--- src/lcsr_pkg.sv ---
// Constants shared by the line interface control and status register bank
package lcsr_pkg;

  // ****************************************************************
  // Bus geometry
  // ****************************************************************
  localparam int ADDR_W = 10;
  localparam int DATA_W = 32;
  localparam int IDX_W  = 8;

  // ****************************************************************
  // Register indices (byte address is four times the index)
  // ****************************************************************
  localparam logic [7:0] IDX_INFO = 8'h11;
  localparam logic [7:0] IDX_STAT = 8'h14;
  localparam logic [7:0] IDX_MASK = 8'h15;
  localparam logic [7:0] IDX_JACK = 8'h31;
  localparam logic [7:0] IDX_MON_CMI = 8'h32;
  localparam logic [7:0] IDX_TERM_PS = 8'h33;

  // ****************************************************************
  // Field positions
  // ****************************************************************
  localparam int B_GAIN_LO = 3;
  localparam int B_GAIN_HI = 4;
  localparam int B_CMI_INV = 6;
  localparam int B_CMI_EN  = 7;
  localparam int B_RT_LO   = 0;
  localparam int B_RT_HI   = 2;
  localparam int B_TT_LO   = 3;
  localparam int B_TT_HI   = 5;
  localparam int B_MPS_LO  = 6;
  localparam int B_MPS_HI  = 7;
  localparam int B_JA1     = 3;
  localparam int B_JA2     = 7;
  localparam int B_OC      = 1;
  localparam int B_CL      = 2;
  localparam int B_JA      = 4;
  localparam int B_LVL_HI  = 3;

  // ****************************************************************
  // Reset values and bus answers
  // ****************************************************************
  localparam logic [7:0]  REG_RST     = 8'h00;
  localparam logic [23:0] RD_PAD      = 24'h00_0000;
  localparam logic [1:0]  RESP_OKAY   = 2'h0;
  localparam logic [1:0]  RESP_SLVERR = 2'h2;

endpackage

--- src/lcsr_regs.sv ---
// Line interface control and status registers behind an AXI4-Lite slave
//
// Contract
// - Monitor gain code selects 0/20/26/32 dB
// - Invert bit flips CMI polarity both pins
// - Enable bit switches line into CMI coding
// - Receive termination code: 75/100/120/110 or off
// - Transmit termination, same code as receive
// - Receive level reported live, 2.5 dB steps
// - Open circuit flag follows transmit detector
// - Open circuit flag meaningless in 6312 kHz
// - Current limit flag follows limiter activation
// - No current limit flag in CMI/64k/6312
// - Trip flag set near jitter FIFO limit
// - Trip flag latched, cleared by status read
// - Trip event only in T1 or E1
// - Masked-in level flags interrupt on both edges
// - Trip mask bit gates trip interrupt
// - Clock select bits enable conversion PLLs
`timescale 1ns/1ps

module lcsr_regs (
  // Clock, reset, enable
  input  wire logic                         aclk,
  input  wire logic                         aresetn,
  input  wire logic                         ce,
  // AXI4-Lite write address and data
  input  wire logic                         s_axi_awvalid,
  output logic                              s_axi_awready,
  input  wire logic [lcsr_pkg::ADDR_W-1:0]  s_axi_awaddr,
  input  wire logic [2:0]                   s_axi_awprot,
  input  wire logic                         s_axi_wvalid,
  output logic                              s_axi_wready,
  input  wire logic [lcsr_pkg::DATA_W-1:0]  s_axi_wdata,
  input  wire logic [3:0]                   s_axi_wstrb,
  // AXI4-Lite write response
  output logic                              s_axi_bvalid,
  input  wire logic                         s_axi_bready,
  output logic [1:0]                        s_axi_bresp,
  // AXI4-Lite read
  input  wire logic                         s_axi_arvalid,
  output logic                              s_axi_arready,
  input  wire logic [lcsr_pkg::ADDR_W-1:0]  s_axi_araddr,
  input  wire logic [2:0]                   s_axi_arprot,
  output logic                              s_axi_rvalid,
  input  wire logic                         s_axi_rready,
  output logic [lcsr_pkg::DATA_W-1:0]       s_axi_rdata,
  output logic [1:0]                        s_axi_rresp,
  // Operating mode from the core, same clock
  input  wire logic                         mode_t1e1,
  input  wire logic                         tx_mode_64k,
  input  wire logic                         tx_mode_6312,
  // Analogue detectors, asynchronous
  input  wire logic                         tx_open_det,
  input  wire logic                         tx_climit_det,
  input  wire logic                         ja_near_limit,
  input  wire logic [3:0]                   rx_level_in,
  // Line interface controls
  output logic [1:0]                        monitor_gain,
  output logic                              cmi_polarity_invert,
  output logic                              cmi_coding_enable,
  output logic [2:0]                        rx_term_sel,
  output logic [2:0]                        tx_term_sel,
  output logic [1:0]                        mclk_prescale,
  output logic                              ja_clk_select_first,
  output logic                              ja_clk_select_second,
  // Interrupt
  output logic                              irq_n
);
  import lcsr_pkg::*;

  // ****************************************************************
  // State
  // ****************************************************************
  typedef struct packed {
    logic [1:0] gain;
    logic       cmi_inv;
    logic       cmi_en;
    logic [7:0] term_ps;
    logic       ja_first;
    logic       ja_second;
    logic       mask_oc;
    logic       mask_cl;
    logic       mask_ja;
    logic       trip;
    logic       pend_oc;
    logic       pend_cl;
    logic       oc_s1;
    logic       oc_s2;
    logic       oc_q;
    logic       cl_s1;
    logic       cl_s2;
    logic       cl_q;
    logic       ja_s1;
    logic       ja_s2;
    logic [3:0] lv_s1;
    logic [3:0] lv_s2;
    logic       aw_got;
    logic [7:0] aw_idx;
    logic       w_got;
    logic [7:0] wd;
    logic       wstb;
    logic       bvalid;
    logic [1:0] bresp;
    logic       rvalid;
    logic [7:0] rdata;
    logic [1:0] rresp;
    logic [7:0] rd_idx;
  } lcsr_state_t;

  lcsr_state_t st_r;
  lcsr_state_t st_nxt;

  // Word index from byte address; low two bits ignored
  function automatic logic [IDX_W-1:0] idx_of(
    input logic [ADDR_W-1:0] a);
    idx_of = a[IDX_W+1:2];
  endfunction

  function automatic logic mapped(input logic [IDX_W-1:0] i);
    mapped = (i == IDX_INFO) || (i == IDX_STAT) || (i == IDX_MASK) ||
             (i == IDX_JACK) || (i == IDX_MON_CMI) || (i == IDX_TERM_PS);
  endfunction

  // ****************************************************************
  // Derived status
  // ****************************************************************
  logic       oc_now;
  logic       cl_now;
  logic       rd_take;
  logic       stat_rd;
  logic [7:0] rd_word;

  // Detectors are not trusted in modes where they do not run
  assign oc_now  = st_r.oc_s2 & ~tx_mode_6312;
  assign cl_now  = st_r.cl_s2 &
                   ~(st_r.cmi_en | tx_mode_64k | tx_mode_6312);
  assign rd_take = s_axi_arvalid & s_axi_arready;
  assign stat_rd = rd_take & (idx_of(s_axi_araddr) == IDX_STAT);

  // Read multiplexer; unused bits read zero
  always_comb begin
    rd_word = REG_RST;
    case (idx_of(s_axi_araddr))
      IDX_INFO: rd_word[B_LVL_HI:0] = st_r.lv_s2;
      IDX_STAT: begin
        rd_word[B_OC] = oc_now;
        rd_word[B_CL] = cl_now;
        rd_word[B_JA] = st_r.trip;
      end
      IDX_MASK: begin
        rd_word[B_OC] = st_r.mask_oc;
        rd_word[B_CL] = st_r.mask_cl;
        rd_word[B_JA] = st_r.mask_ja;
      end
      IDX_JACK: begin
        rd_word[B_JA1] = st_r.ja_first;
        rd_word[B_JA2] = st_r.ja_second;
      end
      IDX_MON_CMI: begin
        rd_word[B_GAIN_HI:B_GAIN_LO] = st_r.gain;
        rd_word[B_CMI_INV]           = st_r.cmi_inv;
        rd_word[B_CMI_EN]            = st_r.cmi_en;
      end
      IDX_TERM_PS: rd_word = st_r.term_ps;
      default:  rd_word = REG_RST;
    endcase
  end

  // ****************************************************************
  // Next state
  // ****************************************************************
  always_comb begin
    st_nxt = st_r;
    if (ce) begin
      // Two flops on every analogue input
      st_nxt.oc_s1 = tx_open_det;
      st_nxt.oc_s2 = st_r.oc_s1;
      st_nxt.cl_s1 = tx_climit_det;
      st_nxt.cl_s2 = st_r.cl_s1;
      st_nxt.ja_s1 = ja_near_limit;
      st_nxt.ja_s2 = st_r.ja_s1;
      st_nxt.lv_s1 = rx_level_in;
      st_nxt.lv_s2 = st_r.lv_s1;
      st_nxt.oc_q  = oc_now;
      st_nxt.cl_q  = cl_now;

      // Status read clears pending events first
      if (stat_rd) begin
        st_nxt.trip    = 1'b0;
        st_nxt.pend_oc = 1'b0;
        st_nxt.pend_cl = 1'b0;
      end
      // New events win over a clear in the same cycle
      if (oc_now != st_r.oc_q)
        st_nxt.pend_oc = 1'b1;
      if (cl_now != st_r.cl_q)
        st_nxt.pend_cl = 1'b1;
      if (st_r.ja_s2 && mode_t1e1)
        st_nxt.trip = 1'b1;

      // Write address and data taken in either order
      if (s_axi_awvalid && s_axi_awready) begin
        st_nxt.aw_got = 1'b1;
        st_nxt.aw_idx = idx_of(s_axi_awaddr);
      end
      if (s_axi_wvalid && s_axi_wready) begin
        st_nxt.w_got = 1'b1;
        st_nxt.wd    = s_axi_wdata[7:0];
        st_nxt.wstb  = s_axi_wstrb[0];
      end
      if (s_axi_bvalid && s_axi_bready)
        st_nxt.bvalid = 1'b0;
      // Commit once both halves are held; unused bits are dropped
      if (st_r.aw_got && st_r.w_got && !st_r.bvalid) begin
        st_nxt.aw_got = 1'b0;
        st_nxt.w_got  = 1'b0;
        st_nxt.bvalid = 1'b1;
        st_nxt.bresp  = mapped(st_r.aw_idx) ? RESP_OKAY : RESP_SLVERR;
        if (st_r.wstb) begin
          case (st_r.aw_idx)
            IDX_MASK: begin
              st_nxt.mask_oc = st_r.wd[B_OC];
              st_nxt.mask_cl = st_r.wd[B_CL];
              st_nxt.mask_ja = st_r.wd[B_JA];
            end
            IDX_JACK: begin
              st_nxt.ja_first  = st_r.wd[B_JA1];
              st_nxt.ja_second = st_r.wd[B_JA2];
            end
            IDX_MON_CMI: begin
              st_nxt.gain    = st_r.wd[B_GAIN_HI:B_GAIN_LO];
              st_nxt.cmi_inv = st_r.wd[B_CMI_INV];
              st_nxt.cmi_en  = st_r.wd[B_CMI_EN];
            end
            IDX_TERM_PS: st_nxt.term_ps = st_r.wd;
            default:     st_nxt.term_ps = st_r.term_ps;
          endcase
        end
      end

      // Read answered one cycle after the address is taken
      if (s_axi_rvalid && s_axi_rready)
        st_nxt.rvalid = 1'b0;
      if (rd_take) begin
        st_nxt.rvalid = 1'b1;
        st_nxt.rdata  = rd_word;
        st_nxt.rd_idx = idx_of(s_axi_araddr);
        st_nxt.rresp  = mapped(idx_of(s_axi_araddr)) ?
                        RESP_OKAY : RESP_SLVERR;
      end
    end
  end

  // Synchronous reset, all fields to zero
  always_ff @(posedge aclk) begin
    if (!aresetn)
      st_r <= '0;
    else
      st_r <= st_nxt;
  end

  // ****************************************************************
  // Outputs
  // ****************************************************************
  // Ready only while a slot is free; ce low stalls the bus too
  assign s_axi_awready = ce & ~st_r.aw_got & ~st_r.bvalid;
  assign s_axi_wready  = ce & ~st_r.w_got & ~st_r.bvalid;
  assign s_axi_arready = ce & ~st_r.rvalid;
  assign s_axi_bvalid  = st_r.bvalid;
  assign s_axi_bresp   = st_r.bresp;
  assign s_axi_rvalid  = st_r.rvalid;
  assign s_axi_rdata   = {RD_PAD, st_r.rdata};
  assign s_axi_rresp   = st_r.rresp;

  // Control fields straight from their flops
  assign monitor_gain         = st_r.gain;
  assign cmi_polarity_invert  = st_r.cmi_inv;
  assign cmi_coding_enable    = st_r.cmi_en;
  assign rx_term_sel          = st_r.term_ps[B_RT_HI:B_RT_LO];
  assign tx_term_sel          = st_r.term_ps[B_TT_HI:B_TT_LO];
  assign mclk_prescale        = st_r.term_ps[B_MPS_HI:B_MPS_LO];
  assign ja_clk_select_first  = st_r.ja_first;
  assign ja_clk_select_second = st_r.ja_second;

  // Level output, drops as soon as pending events clear or mask
  assign irq_n = ~((st_r.pend_oc & st_r.mask_oc) |
                   (st_r.pend_cl & st_r.mask_cl) |
                   (st_r.trip & st_r.mask_ja));

  // ****************************************************************
  // Checks
  // ****************************************************************
  property p_mon_cmi_wr;
    @(posedge aclk) disable iff (!aresetn)
    $rose(st_r.bvalid) && st_r.aw_idx == IDX_MON_CMI && st_r.wstb |->
      monitor_gain == st_r.wd[B_GAIN_HI:B_GAIN_LO] &&
      cmi_polarity_invert == st_r.wd[B_CMI_INV] &&
      cmi_coding_enable == st_r.wd[B_CMI_EN];
  endproperty
  a_mon_cmi_wr: assert property (p_mon_cmi_wr)
    else $error("line control 3 write not applied");

  property p_term_rd;
    @(posedge aclk) disable iff (!aresetn)
    $rose(s_axi_rvalid) && st_r.rd_idx == IDX_TERM_PS |->
      s_axi_rdata[B_RT_HI:B_RT_LO] == rx_term_sel &&
      s_axi_rdata[B_TT_HI:B_TT_LO] == tx_term_sel;
  endproperty
  a_term_rd: assert property (p_term_rd)
    else $error("termination readback mismatch");

  property p_level;
    @(posedge aclk) disable iff (!aresetn)
    $rose(s_axi_rvalid) && st_r.rd_idx == IDX_INFO |->
      s_axi_rdata[7:0] == {4'h0, $past(st_r.lv_s2)};
  endproperty
  a_level: assert property (p_level)
    else $error("receive level readback wrong");

  property p_open;
    @(posedge aclk) disable iff (!aresetn)
    $rose(s_axi_rvalid) && st_r.rd_idx == IDX_STAT |->
      s_axi_rdata[B_OC] ==
        ($past(st_r.oc_s2) && !$past(tx_mode_6312));
  endproperty
  a_open: assert property (p_open)
    else $error("open circuit flag wrong");

  property p_climit;
    @(posedge aclk) disable iff (!aresetn)
    $rose(s_axi_rvalid) && st_r.rd_idx == IDX_STAT &&
      $past(tx_mode_64k || tx_mode_6312 || st_r.cmi_en) |->
      !s_axi_rdata[B_CL];
  endproperty
  a_climit: assert property (p_climit)
    else $error("current limit flag in unsupported mode");

  property p_trip_set;
    @(posedge aclk) disable iff (!aresetn)
    ce && st_r.ja_s2 && mode_t1e1 |=> st_r.trip;
  endproperty
  a_trip_set: assert property (p_trip_set)
    else $error("trip flag not set");

  property p_trip_clr;
    @(posedge aclk) disable iff (!aresetn)
    ce && stat_rd && !(st_r.ja_s2 && mode_t1e1) |=> !st_r.trip;
  endproperty
  a_trip_clr: assert property (p_trip_clr)
    else $error("trip flag not cleared by read");

  property p_edge_irq;
    @(posedge aclk) disable iff (!aresetn)
    ce && oc_now != st_r.oc_q && st_r.mask_oc |=> !irq_n;
  endproperty
  a_edge_irq: assert property (p_edge_irq)
    else $error("no interrupt on open circuit edge");

  property p_masked;
    @(posedge aclk) disable iff (!aresetn)
    !st_r.mask_oc && !st_r.mask_cl && !st_r.mask_ja |-> irq_n;
  endproperty
  a_masked: assert property (p_masked)
    else $error("interrupt while all masked");

  property p_ja_rd;
    @(posedge aclk) disable iff (!aresetn)
    $rose(s_axi_rvalid) && st_r.rd_idx == IDX_JACK |->
      s_axi_rdata[B_JA1] == ja_clk_select_first &&
      s_axi_rdata[B_JA2] == ja_clk_select_second;
  endproperty
  a_ja_rd: assert property (p_ja_rd)
    else $error("clock select readback mismatch");

endmodule

--- config.mk ---
export PLATFORM = sky130hd
export DESIGN_NAME = lcsr_regs
export DESIGN_NICKNAME = d
export VERILOG_FILES = /design/src/lcsr_pkg.sv /design/src/lcsr_regs.sv
export SDC_FILE = /design/constraint.sdc
export NUM_CORES = 1
export LEC_CHECK = 0
export BUFFER_PORTS_ARGS = -buffer_cell sky130_fd_sc_hd__buf_2
export CAP_MARGIN = 40
export CORE_ASPECT_RATIO = 0.7
export CORE_MARGIN = 1
export CORE_UTILIZATION = 43
export DETAILED_ROUTE_END_ITERATION = 16
export PLACE_DENSITY = 0.76
export SYNTH_ARGS = -nofsm -noshare
export SYNTH_HDL_FRONTEND = slang
export SYNTH_SLANG_ARGS = --single-unit
--- constraint.sdc ---
create_clock -name aclk -period 1.9 [get_ports aclk]
set_input_delay 0.095 -clock aclk [delete_from_list [all_inputs] [get_ports aclk]]
set_output_delay 0.095 -clock aclk [all_outputs]
set_load 0.02 [all_outputs]
== After elaboration in Yosys (flattened, before gate mapping) ==
Cells that the tools add are included.
Cells by class
  muxes and demuxes: 21
  reductions and logical operators: 40
  bitwise logic cells: 23
  eq/ne operators: 14
Operator list (number)
  == test 8 x 5 -> 1 bit (second input constant): 6
  == test 8 x 6 -> 1 bit (second input constant): 6
  AND reduction 2 bit: 11
  two-way mux 19 bit: 1
  AND reduction 4 bit: 4
  nonzero test 2 bit: 7
  bitwise AND 1 bit: 12
  logical OR 1 bit: 10
  two-way mux 10 bit: 1
  two-way mux 9 bit: 1
  two-way mux 1 bit: 8
  case mux 1 bit (4 select lines): 2
  case mux 2 bit (4 select lines): 1
  logical AND 1 bit: 7
  inverter 1 bit: 7
  two-way mux 3 bit: 2
  two-way mux 2 bit: 2
  bitwise OR 1 bit: 4
  case mux 1 bit (2 select lines): 2
  case mux 1 bit (3 select lines): 1
  inequality test 1 bit: 2
  logical NOT 1 bit: 1
Storage, ports and cells
  output and inout port bits: 56
  flip-flop bits (word level): 77
  word-level logic and storage cells: 131
  input bits: 80

== Logic depth before layout (Yosys ltp) ==
  word-level depth: 8
  mapped depth: 6
  depth with buffers taken out: 4

== Worst setup path before layout ==
OpenSTA, ideal clock, no wires.
  path kind: reg-to-reg
  start point: register st_r (netlist bit s_axi_bvalid)
  end point: register st_r (netlist bit mclk_prescale[0])
  arrival time: 1.793 ns
  required time: 1.772 ns
  path buffers: 0
  setup time: 0.128 ns
  clock period less this slack: 1.921 ns
  slack: -0.021 ns
  cell stages (with the launch flop): 5
  cell sequence: dfxtp_1 > nand4b_1 > nor4_4 > mux2i_1 > nor2_1
Between the ends
  word-level cells in the longest chain between the ends: 3
RTL lines
  from (decl): line lcsr_regs.sv:111  | lcsr_state_t st_r;
  from (signal assigned): line lcsr_regs.sv:260  | st_r <= st_nxt;
  logical NOT 1 bit: line lcsr_regs.sv:215  | if (st_r.aw_got && st_r.w_got && !st_r.bvalid) begin
  logical AND 1 bit: line lcsr_regs.sv:215
  AND reduction 4 bit (no line)
No other way between the ends.
A chain may end at the register's enable or synchronous reset.

== Final worst setup path ==
  start point: register st_r[39] (netlist bit)
  end point: register st_r (netlist bit ja_clk_select_second)
Between the ends
  word-level cells in the longest chain between the ends: 2
RTL lines
  == test 8 x 6 -> 1 bit: line lcsr_regs.sv:221  | case (st_r.aw_idx)
  AND reduction 4 bit (no line)
No other way between the ends.

==> qor.yml <==
hpwl_um: 5468
rows: 25
synth_top_area_cell: "dfxtp_1"
portBuffers: 72
cp_top_family: "simple AND/OR/NAND/NOR gates"
drt_iter0_drc: 155
fin_nets: 523
drc: 0
min_period_over_period_pct: 97.83
antennaDiodeCount: 0
drive_gt1_share_pct: 24.11
grt_max_degree: 31
grt_pass1_wl_um: 11850
rsz0062_at_grt: "false"
clk_path_buf_depth: 2
power.switching_uw: 778.3
path_buf_inv: 0
crit_path_end_kind: "flip-flop"
clock_skew_ns: 0.007038
min_to: "st_r[27]$_SDFFE_PN0P_"
synthToLayoutAreaGrowth_pct: 21.50
grt_usage_pct: 20.09
finalWeightedCongestion: 0.9695
synth_edf_count: 0
fin_crit_ns: 1.859
tns_ns: 0
p_clk_share_pct: 41.5
worst_setup_path_start_kind: "flip-flop"
ios: 136
regToRegStartpoint: "st_r[39]$_SDFFE_PN0P_"
slowest_stage: "or4b_4"
r2r_end: "ja_clk_select_second$_SDFFE_PN0P_"
path_class: "flip-flop to flip-flop"
antenna_found_initial: 0
maxCapViolCount: 0
synthDistinctLibCells: 49
synth_area_sq_um: 3183
hp-class: "primary input to flip-flop"
dr_total_vias: 2708
p_leak_uw: 0.001669
h-tree-depth: 3
cts_num_sinks: 67
tightestPinTransition_ns: 0.6796
grt_pass1_vias: 2476
cts_tree: "done"
fp.dieArea_sq_um: 7756
wire_per_inst_um: 14.02
synth_warnings: 0
r2r_slack_ns: 0.04
pre_cts_ws_ns: 0.01634
avgSynthCellArea_sq_um: 8.697
layout_commonest_cell: "buf_2"
pwr-share-seq_pct: 47.6
synth_seq_cells: 67
register_area_sq_um: 1343
max_slew_margin_pct: 53.52
slew_viol_final: 0
synthArstFlopShare_pct: 0
path_max_fanout: 7
postCtsSetupRepairBufs: 0
max-vdd-ir-drop_mv: 0.4675
worst_slack_ns: 0.04118
holdPathStages: 3
core-area_sq_um: 6944
grt_overflow_total: 0
synthFlopType: "dfxtp_1"
synthCells: 366
clk_pin_slew_ns: 0.07
clock_latency_ns: 0.34
path_cells: "or4b_4, or4_1, o21ai_1, a21oi_1"
mostFrequentLayoutCells: "buf_2, dfxtp_1, nand2_1"
finalWirelength_um: 7597
synth_seq_area_share_pct: 42.14
fp.dieH_um: 73.99
yosys-top-cells-area: "dfxtp_1, mux2i_1, buf_4"
internal_power_uw: 2315
num-fill-cells: 636
final-hold-violation-count: 0
root_buffer: "clkbuf_8"
min_from: "s_axi_wdata[4]"
netSwitchingFraction_pct: 25.16
initial_core_util_pct: 45.84
die_x_um: 104.8
postRouteAntennaNets: 0
rr_worst_depth: 4
viasPerCell: 4.996
comb_power_share_pct: 10.9
multi_input_area_sq_um: 1503
fmax_mhz: 538.0
cts_buffers: 9
arrival_ns: 2.08
cp.required_ns: 2.12
synth_top_area_share_pct: 42.14
power_density_nw_per_um2: 799.8
status: "completed"
setup_viol: 0
cpPeakStageDelay_ns: 0.62
firstDrtPassIters: 4
==> power groups by stage <==
stage / registers, uW / clock network, uW / logic [uW]
2_1_floorplan: 1500 / 0 / 251
3_3_place_gp: 1500 / 0 / 289
3_5_place_dp: 1500 / 0 / 296
4_1_cts: 1470 / 1310 / 333
5_1_grt: 1480 / 1390 / 368
6_report: 1470 / 1280 / 338
==> kinds of logic after synthesis <==
| group | count (synthesis) | synth area share [%] |
|---|---|---|
| AND/OR/NAND/NOR | 139 | 21.89 |
| flip-flops | 67 | 42.14 |
| buffers and inverters | 67 | 13.60 |
| AO/OA/AOI/OAI | 55 | 10.69 |
| multiplexers | 35 | 11.01 |
| XOR/XNOR | 2 | 0.5504 |
| other | 1 | 0.1178 |
==> through the flow <==
step | utilization, % | hold slack (ns) | total power (uW) | std cells | instance area (sq um)
2_1_floorplan | - | 0.2310 | 1750 | 391 | 3278
3_3_place_gp | 49.28 | 0.3345 | 1792 | 503 | 3422
3_5_place_dp | 49.28 | 0.3396 | 1801 | 503 | 3422
4_1_cts | 55.69 | 0.0006098 | 3113 | 542 | 3867
5_1_grt | 55.69 | 0.001591 | 3232 | 542 | 3867
6_report | 55.69 | 0.01398 | 3093 | 542 | 3867
==> Yosys cell counts (all sizes together), types with 2 or more instances <==
library cell  instances
o31ai                 2
a221oi                2
or3b                  3
or4b                  2
a21oi                29
inv                   2
clkbuf               14
nand3                 4
nor3b                 3
nand2                50
mux2i                35
or4                   2
a31oi                 3
buf                  50
nor2                 47
and3                  2
o21ai                 5
nand3b                6
nor4                  4
nand2b                4
and2                  4
a22o                  3
a32oi                 2
a22oi                 3
dfxtp                67
==> flip-flops by register name (all words and copies together), names as in the netlist <==
register / cells
s_axi_bresp: 1
st_r: 41
mclk_prescale: 2
rx_term_sel: 3
ja_clk_select_second: 1
cmi_coding_enable: 1
tx_term_sel: 3
cmi_polarity_invert: 1
s_axi_rdata: 8
s_axi_rvalid: 1
s_axi_bvalid: 1
ja_clk_select_first: 1
s_axi_rresp: 1
monitor_gain: 2
==> cell type report <==
type,instances,share of cell area [%]
clock buffer,9,3.203
clock inverter,7,2.362
inverter,3,0.2912
multi-input combinational,257,38.85
sequential,67,34.71
tap,94,3.041
timing repair buffer,105,17.53
==> timing repair <==
action,in CTS,in global routing
resized for setup,0,2
endpoints found under the setup margin,0,11
hold buffers,23,0
hold endpoints to repair,23,0
==> worst reg2reg max path, cell delays in order, from the launching register on <==
cell and delay, ns:
dfxtp_1 0.31, or4b_4 0.62, or4_1 0.57, o21ai_1 0.16, a21oi_1 0.08
==> worst max path at each step <==
stage	startpoint	to	slack, ns	depth (start not counted)
after floorplan	st_r[35]$_SDFFE_PN0P_	mclk_prescale[0]$_SDFFE_PN0P_	-0.02	5
after global placement	st_r[35]$_SDFFE_PN0P_	ja_clk_select_first$_SDFFE_PN0P_	0.09	4
after detailed placement	st_r[35]$_SDFFE_PN0P_	ja_clk_select_second$_SDFFE_PN0P_	0.02	4
after CTS	st_r[35]$_SDFFE_PN0P_	ja_clk_select_second$_SDFFE_PN0P_	0.002	4
after global routing	st_r[39]$_SDFFE_PN0P_	ja_clk_select_second$_SDFFE_PN0P_	0.003	4
final	st_r[39]$_SDFFE_PN0P_	ja_clk_select_second$_SDFFE_PN0P_	0.04	4
==> layer usage <==
metal | global-route usage (%) | up-vias | wire length (um)
li1 | - | 1336 | -
met1 | 26.76 | 1242 | 3589
met2 | 30.76 | 116 | 3298
met3 | 6.661 | 14 | 578
met4 | 7.355 | 0 | 131
met5 | 0 | - | 0
Power figures use the tool's default switching activity.
